==> src/hw/rbx_map.svh <==
// Purpose: Constants for the 10 Mbps backplane collision and expansion block
// Assumes: 200 MHz system clock
// Notes: Times are in their own units; cycle counts derive from them
`ifndef RBX_MAP_SVH
`define RBX_MAP_SVH

`define RBX_CLK_MHZ 200
`define RBX_HOLD_NS 1000
`define RBX_INDEX_PRIMARY 2'h0
`define RBX_INDEX_W 2
`define RBX_HOLD_CNT_W 16
`define RBX_SYNC_W 10
`define RBX_SYNC_FILL 2'h2

`endif

==> src/hw/rbx_pkg.sv <==
// Purpose: Types for the 10 Mbps backplane collision and expansion block
// Assumes: rbx_map.svh holds the numbers
// Notes: Pin groups travel as packed structs
package rbx_pkg;
   `include "rbx_map.svh"

   typedef struct packed {
      logic recovered_clock;
      logic carrier_n;
      logic board_collision_n;
      logic collision_hold;
      logic external_mac_join;
      logic mgmt_chain;
      logic force_sense_n;
      logic serial_data;
      logic [`RBX_INDEX_W-1:0] index;
   } rbx_pins_t;

   typedef struct packed {
      logic carrier_n;
      logic board_collision_n;
      logic backplane_collision_n;
      logic force_sense;
      logic backplane_force_sense;
      logic collision_hold;
      logic serial_data;
   } rbx_drive_t;

   typedef enum logic [1:0] {
      RBX_MAC_IDLE,
      RBX_MAC_ARMED,
      RBX_MAC_ACTIVE
   } rbx_mac_t;

   typedef struct packed {
      logic strap_done;
      logic [1:0] warm;
      logic [`RBX_INDEX_W-1:0] index;
      logic clk_d;
      rbx_mac_t mac;
      logic [`RBX_HOLD_CNT_W-1:0] hold_cnt;
      logic coll_d;
      logic count_pulse;
      logic chain_out;
      logic rx_data;
      logic rx_valid;
      logic tx_bit;
      rbx_drive_t oe_n;
      logic [1:0] fs_hist;
      logic isolate;
   } rbx_state_t;
endpackage

==> src/hw/rbx_sync.sv <==
// Purpose: Two flip-flop synchroniser for pins outside the clock domain
// Assumes: Inputs are static levels or slow compared to the clock
// Notes: The first stage is read only by the second stage
`timescale 1ns/1ps
module rbx_sync #(
   parameter int WIDTH = 1
) (
   // Clock, reset and enable
   input wire logic sys_clk_in,
   input wire logic sys_rst_in,
   input wire logic ce_in,
   // Data
   input wire logic [WIDTH-1:0] async_in,
   output logic [WIDTH-1:0] sync_out
);
   logic [WIDTH-1:0] stage1;

   always_ff @(posedge sys_clk_in) begin
      if (sys_rst_in) begin
         stage1 <= '0;
         sync_out <= '0;
      end else if (ce_in) begin
         stage1 <= async_in;
         sync_out <= stage1;
      end
   end
endmodule

==> src/hw/rbx_expansion.sv <==
// Purpose: Collision signalling and expansion control, 10 Mbps backplane
// Assumes: Local repeater core inputs share sys_clk_in; pins are async
// Notes: Open-drain pins use value plus active-low output enable
`timescale 1ns/1ps
`include "rbx_map.svh"
// Function
// - Index 00 mirrors board collision onto backplane
// - Pull force sense low on transmit collision
// - Index 0 drives backplane copy of force sense
// - Repeater drives force sense for joined MAC
// - Isolate high disables transceiver, low enables
// - Index 00 drives hold for non-local collisions
// - Chain input comes from previous chain output
// - Pull board collision low on segment collision
// - Carrier low shows backplane activity
// - Serial data moves on recovered clock rising
module rbx_expansion #(
   parameter int HOLD_CYCLES =
      (`RBX_HOLD_NS * `RBX_CLK_MHZ + 999) / 1000
) (
   // Clock, reset and enable
   input wire logic sys_clk_in,
   input wire logic sys_rst_in,
   input wire logic ce_in,
   // Local repeater core
   input wire logic local_tx_active_in,
   input wire logic local_tx_data_in,
   input wire logic local_tx_collision_in,
   input wire logic segment_collision_in,
   input wire logic backplane_enable_in,
   // Backplane pins, input side
   input wire rbx_pkg::rbx_pins_t pins_in,
   // Backplane pins, output side
   output rbx_pkg::rbx_drive_t drive_out,
   output rbx_pkg::rbx_drive_t drive_oe_n_out,
   output logic backplane_isolate_out,
   output logic mgmt_chain_out,
   // Status to the core
   output logic counting_role_out,
   output logic collision_count_out,
   output logic mac_session_out,
   output logic rx_data_out,
   output logic rx_valid_out
);
   import rbx_pkg::*;

   localparam logic [`RBX_HOLD_CNT_W-1:0] HOLD_LOAD =
      `RBX_HOLD_CNT_W'(HOLD_CYCLES);

   rbx_state_t state;
   rbx_state_t next_state;
   rbx_pins_t pins_s;
   logic clk_rise;
   logic primary;
   logic mac_tx;
   logic tx_collision;
   logic remote_collision;
   logic board_coll;
   logic role;
   // Decode helpers
   logic own_echo;
   logic hold_active;
   logic local_carrier;

   // Pin synchronisers
   rbx_sync #(
      .WIDTH(`RBX_SYNC_W)
   ) u_sync (
      .sys_clk_in(sys_clk_in),
      .sys_rst_in(sys_rst_in),
      .ce_in(ce_in),
      .async_in(pins_in),
      .sync_out(pins_s)
   );

   // Next-state logic
   always_comb begin
      next_state = state;
      // Edge and role decode
      clk_rise = pins_s.recovered_clock & ~state.clk_d;
      primary = state.strap_done & (state.index == `RBX_INDEX_PRIMARY);
      role = ~pins_s.mgmt_chain;
      next_state.clk_d = pins_s.recovered_clock;

      // Strap capture once the synchronisers hold real pin levels
      if (!state.strap_done) begin
         if (state.warm == `RBX_SYNC_FILL) begin
            next_state.index = pins_s.index;
            next_state.strap_done = 1'b1;
         end else begin
            next_state.warm = state.warm + 2'h1;
         end
      end

      // MAC join tracking; join and carrier start taken on recovered clock edges, session ends on any cycle with carrier high
      unique case (state.mac)
         RBX_MAC_IDLE: begin
            if (clk_rise && pins_s.external_mac_join) begin
               next_state.mac = RBX_MAC_ARMED;
            end
         end
         RBX_MAC_ARMED: begin
            if (clk_rise && !pins_s.carrier_n) begin
               next_state.mac = RBX_MAC_ACTIVE;
            end
         end
         RBX_MAC_ACTIVE: begin
            if (pins_s.carrier_n) begin
               next_state.mac = RBX_MAC_IDLE;
            end
         end
         // Unused encoding falls back to idle
         default: begin
            next_state.mac = RBX_MAC_IDLE;
         end
      endcase
      mac_tx = (state.mac == RBX_MAC_ACTIVE);
      local_carrier = local_tx_active_in & ~mac_tx;

      // Transmit collision: local, or joined MAC against our transmit
      tx_collision = local_tx_collision_in |
                     (mac_tx & local_tx_active_in);
      // Own drive echoes back through the synchroniser for two cycles
      next_state.fs_hist = {state.fs_hist[0], state.oe_n.force_sense};
      own_echo = ~state.oe_n.force_sense | ~state.fs_hist[0] |
                 ~state.fs_hist[1];
      remote_collision = ~pins_s.force_sense_n & ~own_echo;

      // Collision hold stretch
      hold_active = (state.hold_cnt != '0);
      if (primary && remote_collision) begin
         next_state.hold_cnt = HOLD_LOAD;
      end else if (hold_active) begin
         next_state.hold_cnt = state.hold_cnt - 1'b1;
      end

      board_coll = segment_collision_in | tx_collision | hold_active |
                   (~primary & pins_s.collision_hold);

      // Open-drain enables, low while driving
      next_state.oe_n.board_collision_n = ~board_coll;
      next_state.oe_n.backplane_collision_n =
         ~(board_coll & primary);
      next_state.oe_n.force_sense = ~tx_collision;
      next_state.oe_n.backplane_force_sense =
         ~(tx_collision & primary);
      next_state.oe_n.collision_hold =
         ~(primary & (next_state.hold_cnt != '0));
      next_state.oe_n.carrier_n = ~local_carrier;

      // Serial data driven and sampled on recovered clock rise
      next_state.rx_valid = 1'b0;
      if (clk_rise) begin
         next_state.tx_bit = local_tx_data_in;
         if (!pins_s.carrier_n) begin
            next_state.rx_data = pins_s.serial_data;
            next_state.rx_valid = 1'b1;
         end
      end
      next_state.oe_n.serial_data =
         ~(local_carrier & ~next_state.tx_bit);

      // One count per collision by the chain head
      next_state.coll_d = board_coll;
      next_state.count_pulse = role & board_coll & ~state.coll_d;
      next_state.chain_out = state.strap_done;

      // Transceiver isolate
      next_state.isolate = ~(primary & backplane_enable_in);
   end

   // State register
   always_ff @(posedge sys_clk_in) begin
      if (sys_rst_in) begin
         state <= '{
            strap_done: 1'b0,
            warm: 2'h0,
            index: '0,
            clk_d: 1'b0,
            mac: RBX_MAC_IDLE,
            hold_cnt: '0,
            coll_d: 1'b0,
            count_pulse: 1'b0,
            chain_out: 1'b0,
            rx_data: 1'b0,
            rx_valid: 1'b0,
            tx_bit: 1'b1,
            oe_n: '1,
            fs_hist: 2'h3,
            isolate: 1'b1
         };
      // Freeze all state while the clock enable is low
      end else if (ce_in) begin
         state <= next_state;
      end
   end

   // Open-drain value levels; enables decide the wire
   assign drive_out = '{
      carrier_n: 1'b0,
      board_collision_n: 1'b0,
      backplane_collision_n: 1'b0,
      force_sense: 1'b0,
      backplane_force_sense: 1'b0,
      collision_hold: 1'b1,
      serial_data: 1'b0
   };
   // Pin enable and status outputs
   assign drive_oe_n_out = state.oe_n;
   assign backplane_isolate_out = state.isolate;
   assign mgmt_chain_out = state.chain_out;
   assign counting_role_out = ~pins_s.mgmt_chain;
   assign collision_count_out = state.count_pulse;
   assign mac_session_out = (state.mac == RBX_MAC_ACTIVE);
   assign rx_data_out = state.rx_data;
   assign rx_valid_out = state.rx_valid;
endmodule

==> config.mk <==
export PLATFORM = sky130hd
export DESIGN_NAME = rbx_expansion
export DESIGN_NICKNAME = d
export VERILOG_FILES = /design/src/hw/rbx_pkg.sv /design/src/hw/rbx_sync.sv /design/src/hw/rbx_expansion.sv
export VERILOG_INCLUDE_DIRS = /design/src /design/src/hw
export SDC_FILE = /design/constraint.sdc
export NUM_CORES = 1
export LEC_CHECK = 0
export CORE_MARGIN = 3
export CORE_UTILIZATION = 30
export DETAILED_ROUTE_END_ITERATION = 10
export DONT_BUFFER_PORTS = 1
export SYNTH_ARGS = -nofsm -noshare
export SYNTH_HDL_FRONTEND = slang
export SYNTH_SLANG_ARGS = --single-unit
==> constraint.sdc <==
create_clock -name sys_clk_in -period 5.2 [get_ports sys_clk_in]
set_input_delay 1.04 -clock sys_clk_in [delete_from_list [all_inputs] [get_ports sys_clk_in]]
set_output_delay 1.04 -clock sys_clk_in [all_outputs]
set_load 0.03 [all_outputs]
# After elaboration in Yosys (flattened, before gate mapping)
# Index checks and enable logic that the tools add are counted.
# totals
regBits,60
in_bits,18
output_inout_bits,21
wordCells,96
# op_classes
addsub,2
n_eq_ne,6
mux,12
n_bitwise,41
n_reduce_logical,12
# op_table
op,n
2-to-1 mux 16 bit,2
nonzero test 16 bit,2
inverter 1 bit,22
"subtractor 16 x 1 -> 16 bit, second input constant",1
AND 1 bit,13
2-to-1 mux 2 bit,6
AND reduction 3 bit,3
bitwise OR 1 bit,6
one-hot mux 2 bit (3 select lines),1
2-to-1 mux 5 bit,1
"equality test 2 bit, second input constant",2
zero test 2 bit,2
"inequality test 2 bit, second input constant",2
AND reduction 4 bit,1
logical AND 1 bit,3
"adder 2 x 1 -> 2 bit, second input constant",1
"equality test 2 x 1 -> 1 bit, second input constant",1
2-to-1 mux 1 bit,2
"inequality test 2 x 1 -> 1 bit, second input constant",1
zero test 1 bit,1

# Depth between registers and ports, before layout
# depth
word_depth,10
depth_mapped,8
depth_no_buf,8

# Cells and area by module
# From an unflattened synthesis, not the netlist that was laid out.
# hier_totals
cells_unflattened,333
area_unflattened_um2,2901.5
# by_module_without_submodules
mod,n_inst,cells_each,area_per_inst_um2,seq_area_each_um2
rbx_expansion,1,269,2195.9,800.8
rbx_sync,1,64,705.7,400.4

# Worst setup path after synthesis
# OpenSTA, ideal clock, no wires.
# synth_timing
kind,reg2reg
startpoint,register state[18] (netlist bit)
endpoint,"register state, in the netlist drive_oe_n_out[1]"
setup_ps,95
t_arrival_ps,2173
t_required_ps,5105
slack_ps,2932
stages_incl_launch_ff,8
path_buffers,1
period_less_slack_ps,2268
path_cell_list,dfxtp_1 or4_1 buf_2 nor4_1 mux2_2 a211oi_1 o2111ai_1 o311ai_1
# synth_between
elab_chain_len,6
word_cells_on_any_way,7
cone_classes,1 x add/sub; 2 x mux; 2 x bitwise; 2 x reduce/logical
# synth_rtl
element,line,rtl
"start, declared",rbx_expansion.sv:50,rbx_state_t state;
"start signal, assigned",rbx_expansion.sv:175,state <= '{
"start signal, assigned",rbx_expansion.sv:194,state <= next_state;
subtractor 16 x 1 -> 16 bit or nonzero test 16 bit (tied branches),"rbx_expansion.sv:134, rbx_expansion.sv:130",
2-to-1 mux 16 bit *,rbx_expansion.sv:133,end else if (hold_active) begin
2-to-1 mux 16 bit *,rbx_expansion.sv:131,if (primary && remote_collision) begin
nonzero test 16 bit *,rbx_expansion.sv:148,~(primary & (next_state.hold_cnt != '0));
AND 1 bit *,rbx_expansion.sv:148,
inverter 1 bit *,rbx_expansion.sv:148,
# Mark *: on every way between the ends. The rest lies on a longest branch, timed or not.
# A chain may end at the register's enable or synchronous reset.

# Worst setup path in the final report
# Same ends and word-level chain as after synthesis.

==> metrics <==
R2R depth=6; status=finished, final reports clean; fraction of layout cells with a size suffix above 1=0.0681; Routed Antenna Nets=0; post-synthesis sequential area ratio=0.416; Reg2Reg Setup Slack=2540 ps; CTS tree=built; # H-tree levels=3; Top Ports=39; Final Critical Period=2660 ps; Die H=102 microns; PostCTS Resize Cnt=0; PwrDens=624 nW/um^2; GR peak layer=met2; sequential fraction of design power=0.343; Stages on worst setup path=6; synth warn=0; most frequent cells in the layout=dfxtp_1, nor2_1, nand2_1; Psw=774 uW; Initial Utilization=0.314; Final Max Tran Viols=0; total track usage=0.126; peak supply drop=0.248 mV; crit path capture type=flop; sum of negative setup slack=0 ps; switching portion of total power=0.421; worst-path cell chain=or4_1 -> o41ai_1 -> nor3_1 -> xnor2_1 -> a21oi_1 -> o311ai_1; synth-to-layout area growth=5.52%; period utilisation layout=0.512; cts bufs inserted=9; CP Launch Type=flop; postcts setup bufs=0; M2 GR Usage=0.191; M3 GR Usage=0.0532; Layout Skew=9.43 ps; CP max stage delay=770 ps; Worst-Margin Slew=740 ps; first-pass GRT wire length=10500 microns; vias in the first global route=2190; critical path's top delay family=compound AO/OA/AOI/OAI gates; Combinational Power Share=0.462; f_max=0.376 GHz; detailed-route DRC error count=0; FF+latch count, synth=58; Die Wd=102 microns; Root Driver=clkbuf_8; worst path arrival time=2900 ps; Post-synth EDFFs=0; fin nets=340; ys flop type=dfxtp_1; met1 global-route usage=0.158; Mapped Cells=335; Clock transition at path regs=70 ps; slowest CP cell=o41ai_1; mean post-synth cell area=8.33 sq um; WL per Instance=14.3 microns; Slew headroom=0.499; Layout Utilization=0.331; final setup violation count=0; Hold Crit Class=reg2reg; final hold violation count=0; MaxCap Viol Count=0; GPL Wtd Cong=0.841; # fillers=941; gr ovfl total=0; via/cell ratio=5.23; Mapped Area=2790 sq um; worst hold slack=449 ps; DP HPWL=4270 microns; # diodes=0; CP Class=reg2reg; leakage power=1.15 nW; Req. time, crit path=5430 ps; RSZ-0062 raised after global routing=no; Clock power frac=0.195; Hold Buf Count CTS=0; Die ar.=10500 sq um; largest net degree at the start of global routing=56; vias=2252; row count=34; placed cell area=2770 sq um; 1st-pass router iterations=4; synth unique cells=49; Int Power=1.06 mW; initial antenna violation count=0; hold path depth=2; initial drt markers=83; worst path bufs/invs=0; ys async rst share=0; final instance area=2940 sq um; core area=8890 sq um; Critical Path Fanout Max=7; CTS max path bufs=2; commonest non-fill, non-tap cell in the layout=dfxtp_1; Port Buf Inserts=0; Post-Route WL=6170 microns; worst skew pair latency=330 ps; # clock sinks=58
cell families after synthesis:
kind of cell             Yosys count  synth area share
multiplexers                      28             0.101
buffers and inverters             44            0.0785
adder cells (fa/ha/maj)            3            0.0135
XOR/XNOR                           4            0.0126
other                              2           0.00269
flip-flops                        58             0.416
AO/OA/AOI/OAI                     66             0.149
AND/OR/NAND/NOR                  130             0.226
worst register-to-register path, cell delays in order, from the launching register on:
cell	delay, ps
dfxtp_1	360
or4_1	710
o41ai_1	770
nor3_1	200
xnor2_1	190
a21oi_1	90
o311ai_1	240
power by group through the flow:
| stage | clock [mW] | sequential (mW) | combinational [mW] |
|---|---|---|---|
| after detailed placement | 0 | 0.639 | 0.836 |
| after global placement | 0 | 0.631 | 0.820 |
| final | 0.358 | 0.630 | 0.849 |
| after global routing | 0.393 | 0.648 | 0.941 |
| after CTS | 0.369 | 0.628 | 0.841 |
| after floorplan | 0 | 0.583 | 0.750 |
path summary, 6_finish.rpt:
check / startpoint / end
worst min-delay path: u_sync.sync_out[2] / rx_data_out
worst max-delay path: state[18] / drive_oe_n_out[1]
worst max register to register: state[18] / drive_oe_n_out[1]
worst min register to register: u_sync.sync_out[2] / rx_data_out
area by class of cell:
class	count	area, sq um	share of cell area
Clock buffer	12	155	0.0527
Inverter	11	41.3	0.0140
Multi-Input combinational cell	238	1430	0.485
Clock inverter	3	15.0	0.00510
Timing Repair Buffer	1	7.51	0.00255
Sequential cell	58	1160	0.395
Tap cell	108	135	0.0459
metrics by stage:
| step | power, mW | instances | setup WS, ps |
|---|---|---|---|
| 2_1_floorplan | 1.33 | 340 | 2930 |
| 3_3_place_gp | 1.45 | 416 | 2610 |
| 3_5_place_dp | 1.47 | 416 | 2560 |
| 4_1_cts | 1.84 | 431 | 2550 |
| 5_1_grt | 1.98 | 431 | 2360 |
| 6_report | 1.84 | 431 | 2540 |
cells in the mapped netlist, types with 4 or more instances:
cell type  number  share of area
a211oi_1        4          0.011
a21oi_1        22          0.039
a311oi_1        4          0.013
buf_4          14          0.038
clkbuf_1       18          0.024
dfxtp_1        58           0.42
inv_1          11          0.015
mux2i_1        26          0.093
nand2_1        27          0.036
nand3_1         5         0.0090
nor2_1         54          0.073
nor3_1         14          0.025
nor4_1          7          0.016
o21ai_0        16          0.029
xnor2_1         4          0.013
sequential cells by signal, summed over array words and instances (netlist names), 2 cells and up:
signal and cells:
drive_oe_n_out 7, next_state 2, state 26, u_sync.stage1 9
u_sync.sync_out 9
metal layers:
layer | part of all wire | vias to the layer above | wire (microns)
met5 | 0 | - | 0
met4 | 0.017 | 0 | 107
met3 | 0.074 | 15 | 455
met2 | 0.45 | 49 | 2790
met1 | 0.46 | 1060 | 2820
li1 | - | 1128 | -
Note: power is estimated with default switching activity, not from simulation.
